**config.mk**
```make
export PLATFORM = sky130hd
export DESIGN_NAME = ptm_top
export DESIGN_NICKNAME = d
export VERILOG_FILES = /design/src/include/ptm_pkg.sv /design/src/logic/ptm_top.sv
export VERILOG_INCLUDE_DIRS = /design/src /design/src/include
export SDC_FILE = /design/constraint.sdc
export NUM_CORES = 1
export LEC_CHECK = 0
export CORE_ASPECT_RATIO = 0.6
export CORE_MARGIN = 2
export CORE_UTILIZATION = 55
export CTS_CLUSTER_SIZE = 40
export DETAILED_ROUTE_END_ITERATION = 10
export DONT_BUFFER_PORTS = 1
export PLACE_DENSITY = 0.75
export SLEW_MARGIN = 25
export SYNTH_ARGS = -nofsm -noshare
export SYNTH_HDL_FRONTEND = slang
export SYNTH_SLANG_ARGS = --single-unit
```
**constraint.sdc**
```tcl
create_clock -name core_clk_in -period 5.63 [get_ports core_clk_in]
set_input_delay 0.2815 -clock core_clk_in [delete_from_list [all_inputs] [get_ports core_clk_in]]
set_output_delay 0.2815 -clock core_clk_in [all_outputs]
set_load 0.01 [all_outputs]
```
**src/include/ptm_defs.svh**
```systemverilog
// Constants of the periodic timer: register indices, field positions, reset values.
// Assumes the timer top module includes this file by its bare name; the timer package does not include it.
`ifndef PTM_DEFS_SVH
`define PTM_DEFS_SVH

// Register indices; the byte address is four times the index.
`define PTM_IDX_CTRL_A  3'h0
`define PTM_IDX_CTRL_B  3'h1
`define PTM_IDX_CNT_LO  3'h2
`define PTM_IDX_CNT_HI  3'h3
`define PTM_IDX_CMPA_LO 3'h4
`define PTM_IDX_CMPA_HI 3'h5
`define PTM_IDX_PER_LO  3'h6
`define PTM_IDX_PER_HI  3'h7

// Field positions in timer_control_a and timer_control_b.
`define PTM_A_PAUSE   7
`define PTM_A_EN      3
`define PTM_A_MASK    8'hF8
`define PTM_B_OC      3
`define PTM_B_POL     2
`define PTM_B_CAPTS   1
`define PTM_B_CLRSEL  0

// Reset values.
`define PTM_RST_BYTE  8'h00
`define PTM_RST_WORD  10'h000

// Clock select codes and prescaler terminal values.
`define PTM_CK_SYS4   3'h0
`define PTM_CK_SYS    3'h1
`define PTM_CK_H16    3'h2
`define PTM_CK_H64    3'h3
`define PTM_CK_SUB0   3'h4
`define PTM_CK_SUB1   3'h5
`define PTM_CK_EXTR   3'h6
`define PTM_CK_EXTF   3'h7
`define PTM_DIV4_END  2'h3
`define PTM_DIV16_END 4'hF
`define PTM_DIV64_END 6'h3F

// Pin function codes.
`define PTM_FN_00     2'h0
`define PTM_FN_01     2'h1
`define PTM_FN_10     2'h2
`define PTM_FN_11     2'h3

`endif

```
**src/include/ptm_pkg.sv**
```systemverilog
// Types of the periodic timer: operating modes and the module state record.
// Assumes nothing beyond the constants header.
package ptm_pkg;
    // Operating modes in mode field order.
    typedef enum logic [1:0] {PTM_CMP, PTM_CAP, PTM_PWM, PTM_TMR} ptm_mode_t;

    // Whole state of the timer top module.
    typedef struct packed {
        logic [7:0]  ctrl_a;
        logic [7:0]  ctrl_b;
        logic [9:0]  cnt;
        logic [9:0]  cmp_a;
        logic [9:0]  period;
        logic        en_prev;
        logic        out_lvl;
        logic        pin;
        logic [5:0]  presc;
        logic [2:0]  ext_s;
        logic [2:0]  cap_s;
        logic [2:0]  sub_s;
        logic        wr_pend;
        logic [2:0]  wr_idx;
        logic [31:0] hrdata;
    } ptm_state_t;
endpackage

```
**src/logic/ptm_top.sv**
```systemverilog
// Periodic timer with its control and data registers on an AHB-Lite slave port.
// Assumes one clock; pins arrive asynchronously and the high clock equals the system clock.
//
// Decided for this implementation: the AHB-Lite interface to the registers and the register offsets.
`timescale 1ns/100ps
`include "ptm_defs.svh"

module ptm_top (
    input  wire logic        core_clk_in,
    input  wire logic        rst_in,
    input  wire logic        hsel_in,
    input  wire logic [31:0] haddr_in,
    input  wire logic [1:0]  htrans_in,
    input  wire logic        hwrite_in,
    input  wire logic [2:0]  hsize_in,
    input  wire logic [31:0] hwdata_in,
    input  wire logic        hready_in,
    output logic             hreadyout_out,
    output logic             hresp_out,
    output logic [31:0]      hrdata_out,
    input  wire logic        external_clock_pin_in,
    input  wire logic        capture_input_pin_in,
    input  wire logic        sub_clock_in,
    output logic             timer_output_pin_out
);
    import ptm_pkg::*;

    ptm_state_t r;
    ptm_state_t n;
    ptm_mode_t  mode;
    logic       en;
    logic       en_rise;
    logic       run;
    logic       tick;
    logic       single;
    logic       a_hit;
    logic       p_hit;
    logic       clr_hit;
    logic       cap_edge;
    logic       trg_rise;
    logic       trg_fall;
    logic       ext_rise;
    logic       ext_fall;
    logic       sub_rise;
    logic       take;
    logic       pwm_act;
    logic       lvl;
    logic [9:0] cnt_inc;
    logic [1:0] fn;

    // Read multiplexer; unused upper bits stay zero.
    function automatic logic [31:0] rd_word(input ptm_state_t s, input logic [2:0] idx);
        logic [31:0] w;
        w = 32'h0000_0000;
        case (idx)
            `PTM_IDX_CTRL_A:  w[7:0] = s.ctrl_a & `PTM_A_MASK;
            `PTM_IDX_CTRL_B:  w[7:0] = s.ctrl_b;
            `PTM_IDX_CNT_LO:  w[7:0] = s.cnt[7:0];
            `PTM_IDX_CNT_HI:  w[1:0] = s.cnt[9:8];
            `PTM_IDX_CMPA_LO: w[7:0] = s.cmp_a[7:0];
            `PTM_IDX_CMPA_HI: w[1:0] = s.cmp_a[9:8];
            `PTM_IDX_PER_LO:  w[7:0] = s.period[7:0];
            `PTM_IDX_PER_HI:  w[1:0] = s.period[9:8];
            default:          w = 32'h0000_0000;
        endcase
        return w;
    endfunction

    // The slave never stalls and always answers OKAY.
    assign hreadyout_out        = 1'b1;
    assign hresp_out            = 1'b0;
    assign hrdata_out           = r.hrdata;
    assign timer_output_pin_out = r.pin;

    // Decode of control fields and edge detectors on the second synchroniser stage.
    always_comb begin
        mode     = ptm_mode_t'(r.ctrl_b[7:6]);
        fn       = r.ctrl_b[5:4];
        en       = r.ctrl_a[`PTM_A_EN];
        en_rise  = en & ~r.en_prev;
        run      = en & ~r.ctrl_a[`PTM_A_PAUSE] & ~en_rise;
        single   = (mode == PTM_PWM) && (fn == `PTM_FN_11);
        ext_rise = r.ext_s[1] & ~r.ext_s[2];
        ext_fall = ~r.ext_s[1] & r.ext_s[2];
        sub_rise = r.sub_s[1] & ~r.sub_s[2];
        take     = hsel_in & hready_in & htrans_in[1];
        cnt_inc  = r.cnt + 10'h001;
    end

    // Counter clock selection from the system clock, the prescaler, the sub clock or the external pin.
    always_comb begin
        unique case (r.ctrl_a[6:4])
            `PTM_CK_SYS4: tick = (r.presc[1:0] == `PTM_DIV4_END);
            `PTM_CK_SYS:  tick = 1'b1;
            `PTM_CK_H16:  tick = (r.presc[3:0] == `PTM_DIV16_END);
            `PTM_CK_H64:  tick = (r.presc == `PTM_DIV64_END);
            `PTM_CK_SUB0: tick = sub_rise;
            `PTM_CK_SUB1: tick = sub_rise;
            `PTM_CK_EXTR: tick = ext_rise;
            `PTM_CK_EXTF: tick = ext_fall;
        endcase
    end

    // Comparators on the next count; a zero value never matches so the counter overflows.
    always_comb begin
        a_hit = run & tick & (cnt_inc == r.cmp_a) & (r.cmp_a != `PTM_RST_WORD);
        p_hit = run & tick & (cnt_inc == r.period) & (r.period != `PTM_RST_WORD);
        unique case (mode)
            PTM_CMP, PTM_TMR: clr_hit = r.ctrl_b[`PTM_B_CLRSEL] ? a_hit : p_hit;
            PTM_PWM:          clr_hit = single ? 1'b0 : p_hit;
            PTM_CAP:          clr_hit = p_hit;
        endcase
    end

    // Capture trigger source and edge selection.
    always_comb begin
        trg_rise = r.ctrl_b[`PTM_B_CAPTS] ? ext_rise : (r.cap_s[1] & ~r.cap_s[2]);
        trg_fall = r.ctrl_b[`PTM_B_CAPTS] ? ext_fall : (~r.cap_s[1] & r.cap_s[2]);
        unique case (fn)
            `PTM_FN_00: cap_edge = trg_rise;
            `PTM_FN_01: cap_edge = trg_fall;
            `PTM_FN_10: cap_edge = trg_rise | trg_fall;
            `PTM_FN_11: cap_edge = 1'b0;
        endcase
        cap_edge = cap_edge & en & (mode == PTM_CAP);
    end

    // Output pin level before polarity, chosen by mode and pin function.
    always_comb begin
        pwm_act = (r.cnt < r.cmp_a);
        unique case (fn)
            `PTM_FN_00: lvl = ~r.ctrl_b[`PTM_B_OC];
            `PTM_FN_01: lvl = r.ctrl_b[`PTM_B_OC];
            `PTM_FN_10: lvl = pwm_act ? r.ctrl_b[`PTM_B_OC] : ~r.ctrl_b[`PTM_B_OC];
            `PTM_FN_11: lvl = en ? r.ctrl_b[`PTM_B_OC] : ~r.ctrl_b[`PTM_B_OC];
        endcase
        if (mode == PTM_CMP) begin
            lvl = r.out_lvl;
        end
    end

    // Next state: synchronisers, bus access, counter, compare output and capture.
    always_comb begin
        n       = r;
        n.ext_s = {r.ext_s[1:0], external_clock_pin_in};
        n.cap_s = {r.cap_s[1:0], capture_input_pin_in};
        n.sub_s = {r.sub_s[1:0], sub_clock_in};
        n.presc = r.presc + 6'h01;
        n.en_prev = en;
        // Data phase of a write; counter bytes and unused bits take nothing.
        if (r.wr_pend) begin
            case (r.wr_idx)
                `PTM_IDX_CTRL_A:  n.ctrl_a = hwdata_in[7:0] & `PTM_A_MASK;
                `PTM_IDX_CTRL_B:  n.ctrl_b = hwdata_in[7:0];
                `PTM_IDX_CMPA_LO: n.cmp_a[7:0] = hwdata_in[7:0];
                `PTM_IDX_CMPA_HI: n.cmp_a[9:8] = hwdata_in[1:0];
                `PTM_IDX_PER_LO:  n.period[7:0] = hwdata_in[7:0];
                `PTM_IDX_PER_HI:  n.period[9:8] = hwdata_in[1:0];
                default:          n.ctrl_a = n.ctrl_a;
            endcase
        end
        // Counter start, stop, pause, count and clear.
        if (en_rise) begin
            n.cnt = `PTM_RST_WORD;
            if (mode == PTM_CMP || mode == PTM_PWM) begin
                n.out_lvl = r.ctrl_b[`PTM_B_OC];
            end
        end else if (run && tick) begin
            n.cnt = clr_hit ? `PTM_RST_WORD : cnt_inc;
        end
        // Compare match output action; equal levels leave the pin as it is.
        if (a_hit && mode == PTM_CMP) begin
            unique case (fn)
                `PTM_FN_00: n.out_lvl = r.out_lvl;
                `PTM_FN_01: n.out_lvl = 1'b0;
                `PTM_FN_10: n.out_lvl = 1'b1;
                `PTM_FN_11: n.out_lvl = ~r.out_lvl;
            endcase
        end
        // Single pulse: clock pin edge starts it, compare A match ends it.
        if (single && ext_rise && !en) begin
            n.ctrl_a[`PTM_A_EN] = 1'b1;
        end
        if (single && a_hit) begin
            n.ctrl_a[`PTM_A_EN] = 1'b0;
        end
        // Captured count wins over a software write in the same cycle.
        if (cap_edge) begin
            n.cmp_a = r.cnt;
        end
        // Timer output pin, inverted by the polarity bit; idle low when unused.
        if (mode == PTM_CAP || mode == PTM_TMR) begin
            n.pin = 1'b0;
        end else begin
            n.pin = lvl ^ r.ctrl_b[`PTM_B_POL];
        end
        // Address phase: latch writes, sample read data after this cycle's write.
        n.wr_pend = take & hwrite_in & (haddr_in[31:5] == 27'h0);
        n.wr_idx  = haddr_in[4:2];
        n.hrdata  = 32'h0000_0000;
        if (take && !hwrite_in && haddr_in[31:5] == 27'h0) begin
            n.hrdata = rd_word(n, haddr_in[4:2]);
        end
    end

    // State register with synchronous reset.
    always_ff @(posedge core_clk_in) begin
        if (rst_in) begin
            r <= '0;
        end else begin
            r <= n;
        end
    end
endmodule

```
==> out/metrics.yaml <==
outcome:
  status: "finished clean"
drt:
  wl_um: 14810
  vias: 4710
  dr.pass1.iters: 5
  postRouteAntennaNets: 0
  drt_first_iter_violations: 610
  wl_per_cell_um: 20.74
  drc: 0
  via_per_inst: 6.597
floorplan:
  fp.dieH_um: 78.05
  row_count: 26
  die_w_um: 127.4
  initial_core_util_pct: 57.87
  io_pins: 112
  core_area_um2: 8686
  die_area_um2: 9944
clock_tree:
  cts-htree-levels: 3
  clkTransAtPathRegs_ns: 0.06
  holdBufCountCts: 0
  clock_sinks: 73
  clk_path_buf_depth: 2
  cts.repair.resized: 0
  numCtsBuffers: 9
  worst_skew_pair.late_latency_ns: 0.34
  cts-root-buf: "clkbuf_16"
  cts_setup_buffers: 0
  cts_tree: "built"
setup_path:
  cp_slowest_cell: "o21ai_2"
  reg2regPathDepth: 9
  critPathArrivalTime_ns: 4.18
  max_stage_delay_ns: 0.83
  r2r_setup_slack_ns: 1.67
  cp_cell_sequence: "nand3_1 > nor2_4 > nand3_2 > xnor2_1 > nor3_1 > nand4_1 > o21ai_2 > nor4_1 > o311a_1"
  cp.required_ns: 5.85
  timing.rr.start: "r[76]"
  startpoint: "r[76]"
  r2r-end: "hrdata_out[7]"
  crit_end: "hrdata_out[7]"
  startpoint_type: "flop"
  cp-end-kind: "flop"
  crit_fanout: 22
  critPathKind: "flop to flop"
logic_synthesis:
  synth_common_cells: "dfxtp_1, nor2_1, buf_4"
  synthFlopType: "dfxtp_1"
  synth_cell_types: 68
  ys_top_cells_by_area: "dfxtp_1, mux2i_1, buf_4"
  synth-edff-count: 0
  yosysTopAreaCell: "dfxtp_1"
  synth_seq_cells: 73
  syn_area_um2: 5026
  synth_area_per_cell_um2: 7.953
  yosysWarningCount: 0
  netlist.area_leader.share_pct: 29.08
  yosysMostFrequentCell: "dfxtp_1"
  synth_cells: 632
  synth_async_sr_flop_share_pct: 0
  yosysSeqAreaShare_pct: 29.08
sta:
  finalHoldViolCount: 0
  slew_headroom_pct: 32.88
  rsz0062_at_grt: "no"
  maxSlewViolCount: 0
  fin_hold_ws_ns: 0.01680
  fmax_ghz: 0.2524
  skew_ns: 0.009270
  worst_slew_pin_slew_ns: 1.007
  fin_setup_tns_ns: 0
  setup_viol_count_final: 0
  fin_crit_sh_pct: 70.38
  period_minus_slack_ns: 3.962
global_routing:
  overflow: 0
  grt_pass1_wl_um: 23300
  grt_pass1_vias: 4193
  grt_start_max_net_pins: 68
  antenna_found_initial: 0
  grtUsageTotal_pct: 30.47
layout:
  utilization_pct: 58.90
  area.growth.synth_to_final_pct: 1.792
  final_nets: 690
  drive_above_1_share_pct: 5.482
  diodes: 0
placed_design:
  place_hpwl_um: 10890
  portBuffers: 0
  gp_congestion: 1.070
power_and_ir_drop:
  p_leak_nw: 1.881
  max-vdd-ir-drop_v: 0.0001408
  cellPowerDensity_nw_per_um2: 223.3
run:
  max-cap-violations: 0
worst_hold_path:
  hold_path_class: "primary input to flop"
-- per-layer routing --
layer	global-route usage [%]	wire length [um]	up-vias
met3	9.680	1962	27
met2	41.71	5856	328
li1	-	-	2139
met4	6.154	154	0
met1	46.20	6832	2216
met5	0	0	-
-- through the flow --
stage          setup WS, ns  cells  total power [mW]  area [um^2]
2_1_floorplan         3.133    656            0.6175         5116
3_3_place_gp          1.911    698            0.6073         4830
3_5_place_dp          1.824    698            0.6089         4830
4_1_cts               1.764    714             1.144         5111
5_1_grt               1.408    714             1.179         5116
6_report              1.668    714             1.142         5116
-- sequential cells by signal (all words and copies together), names as in the netlist --
register	count
hrdata_out	8
n	6
timer_output_pin_out	1
r	53
en	1
fn	2
mode	2
-- cells in the final DEF (no fill, tap or decap), types with 3 or more instances in the layout --
cell type,instances
or2_2,3
clkbuf_16,9
o41ai_1,3
a31oi_1,4
inv_1,23
a211oi_1,8
o211ai_1,8
o22ai_1,10
o221ai_1,3
xnor2_1,19
nand3b_1,3
or4_1,6
a311oi_1,3
o22a_1,4
nand4_1,12
or3_1,5
o21a_1,5
a21boi_0,3
ha_1,16
nor2_1,71
a21oi_1,30
nor3b_1,8
o21ai_0,23
nor4_1,21
o32ai_1,3
nand3_1,16
a2111oi_0,3
dfxtp_1,73
nor3_1,18
mux2i_1,31
conb_1,26
xor2_1,10
nand2b_1,12
and3_1,6
nor2b_1,22
nand2_1,37
-- kinds of logic (layout without fill, tap and decap cells) --
| group | count (synthesis) | in the layout | synth area share [%] |
|---|---|---|---|
| flip-flops | 73 | 73 | 29.08 |
| multiplexers | 32 | 32 | 6.398 |
| adder cells (fa/ha/maj) | 16 | 16 | 3.983 |
| XOR/XNOR | 31 | 31 | 5.950 |
| AND/OR/NAND/NOR | 259 | 259 | 27.53 |
| other | 2 | 26 | 0.1494 |
| buffers and inverters | 95 | 41 | 10.51 |
| AO/OA/AOI/OAI | 124 | 124 | 16.41 |
-- critical path, delay by kind of cell, from the launching register on --
family	cells	cell delay [ns]
and+or+nand+nor	6	1.69
AOI/OAI and AO/OA	2	1.22
DFF	1	0.67
xor gates and xnor gates	1	0.25
-- worst min-delay path by stage --
stage	depth (start not counted)	slack (ns)	startpoint	to
6_report	1	0.02	rst_in	r[71]
3_5_place_dp	1	0.36	rst_in	r[45]
3_3_place_gp	1	0.36	rst_in	r[59]
2_1_floorplan	2	0.40	hwrite_in	r[35]
4_1_cts	1	0.005	rst_in	r[45]
5_1_grt	1	0.01	rst_in	r[71]
-- report_power, final --
| group | internal [mW] | total [mW] | leakage (nW) | switching (mW) |
|---|---|---|---|---|
| sequential | 0.525 | 0.540 | 0.591 | 0.0154 |
| clock | 0.311 | 0.542 | 0.135 | 0.231 |
| combinational | 0.0235 | 0.0600 | 1.16 | 0.0364 |
| total | 0.859 | 1.14 | 1.88 | 0.283 |
-- cell type report --
cell class                      count  area [um^2]
Tap cell                          112        140.1
Sequential cell                    73         1461
Fill cell                         765         3570
Inverter                           23        86.33
Clock buffer                       10        239.0
Multi-Input combinational cell    488         3132
Timing Repair Buffer                2        15.01
Clock inverter                      6        42.54
No activity file was read; power rests on OpenSTA's default activity.
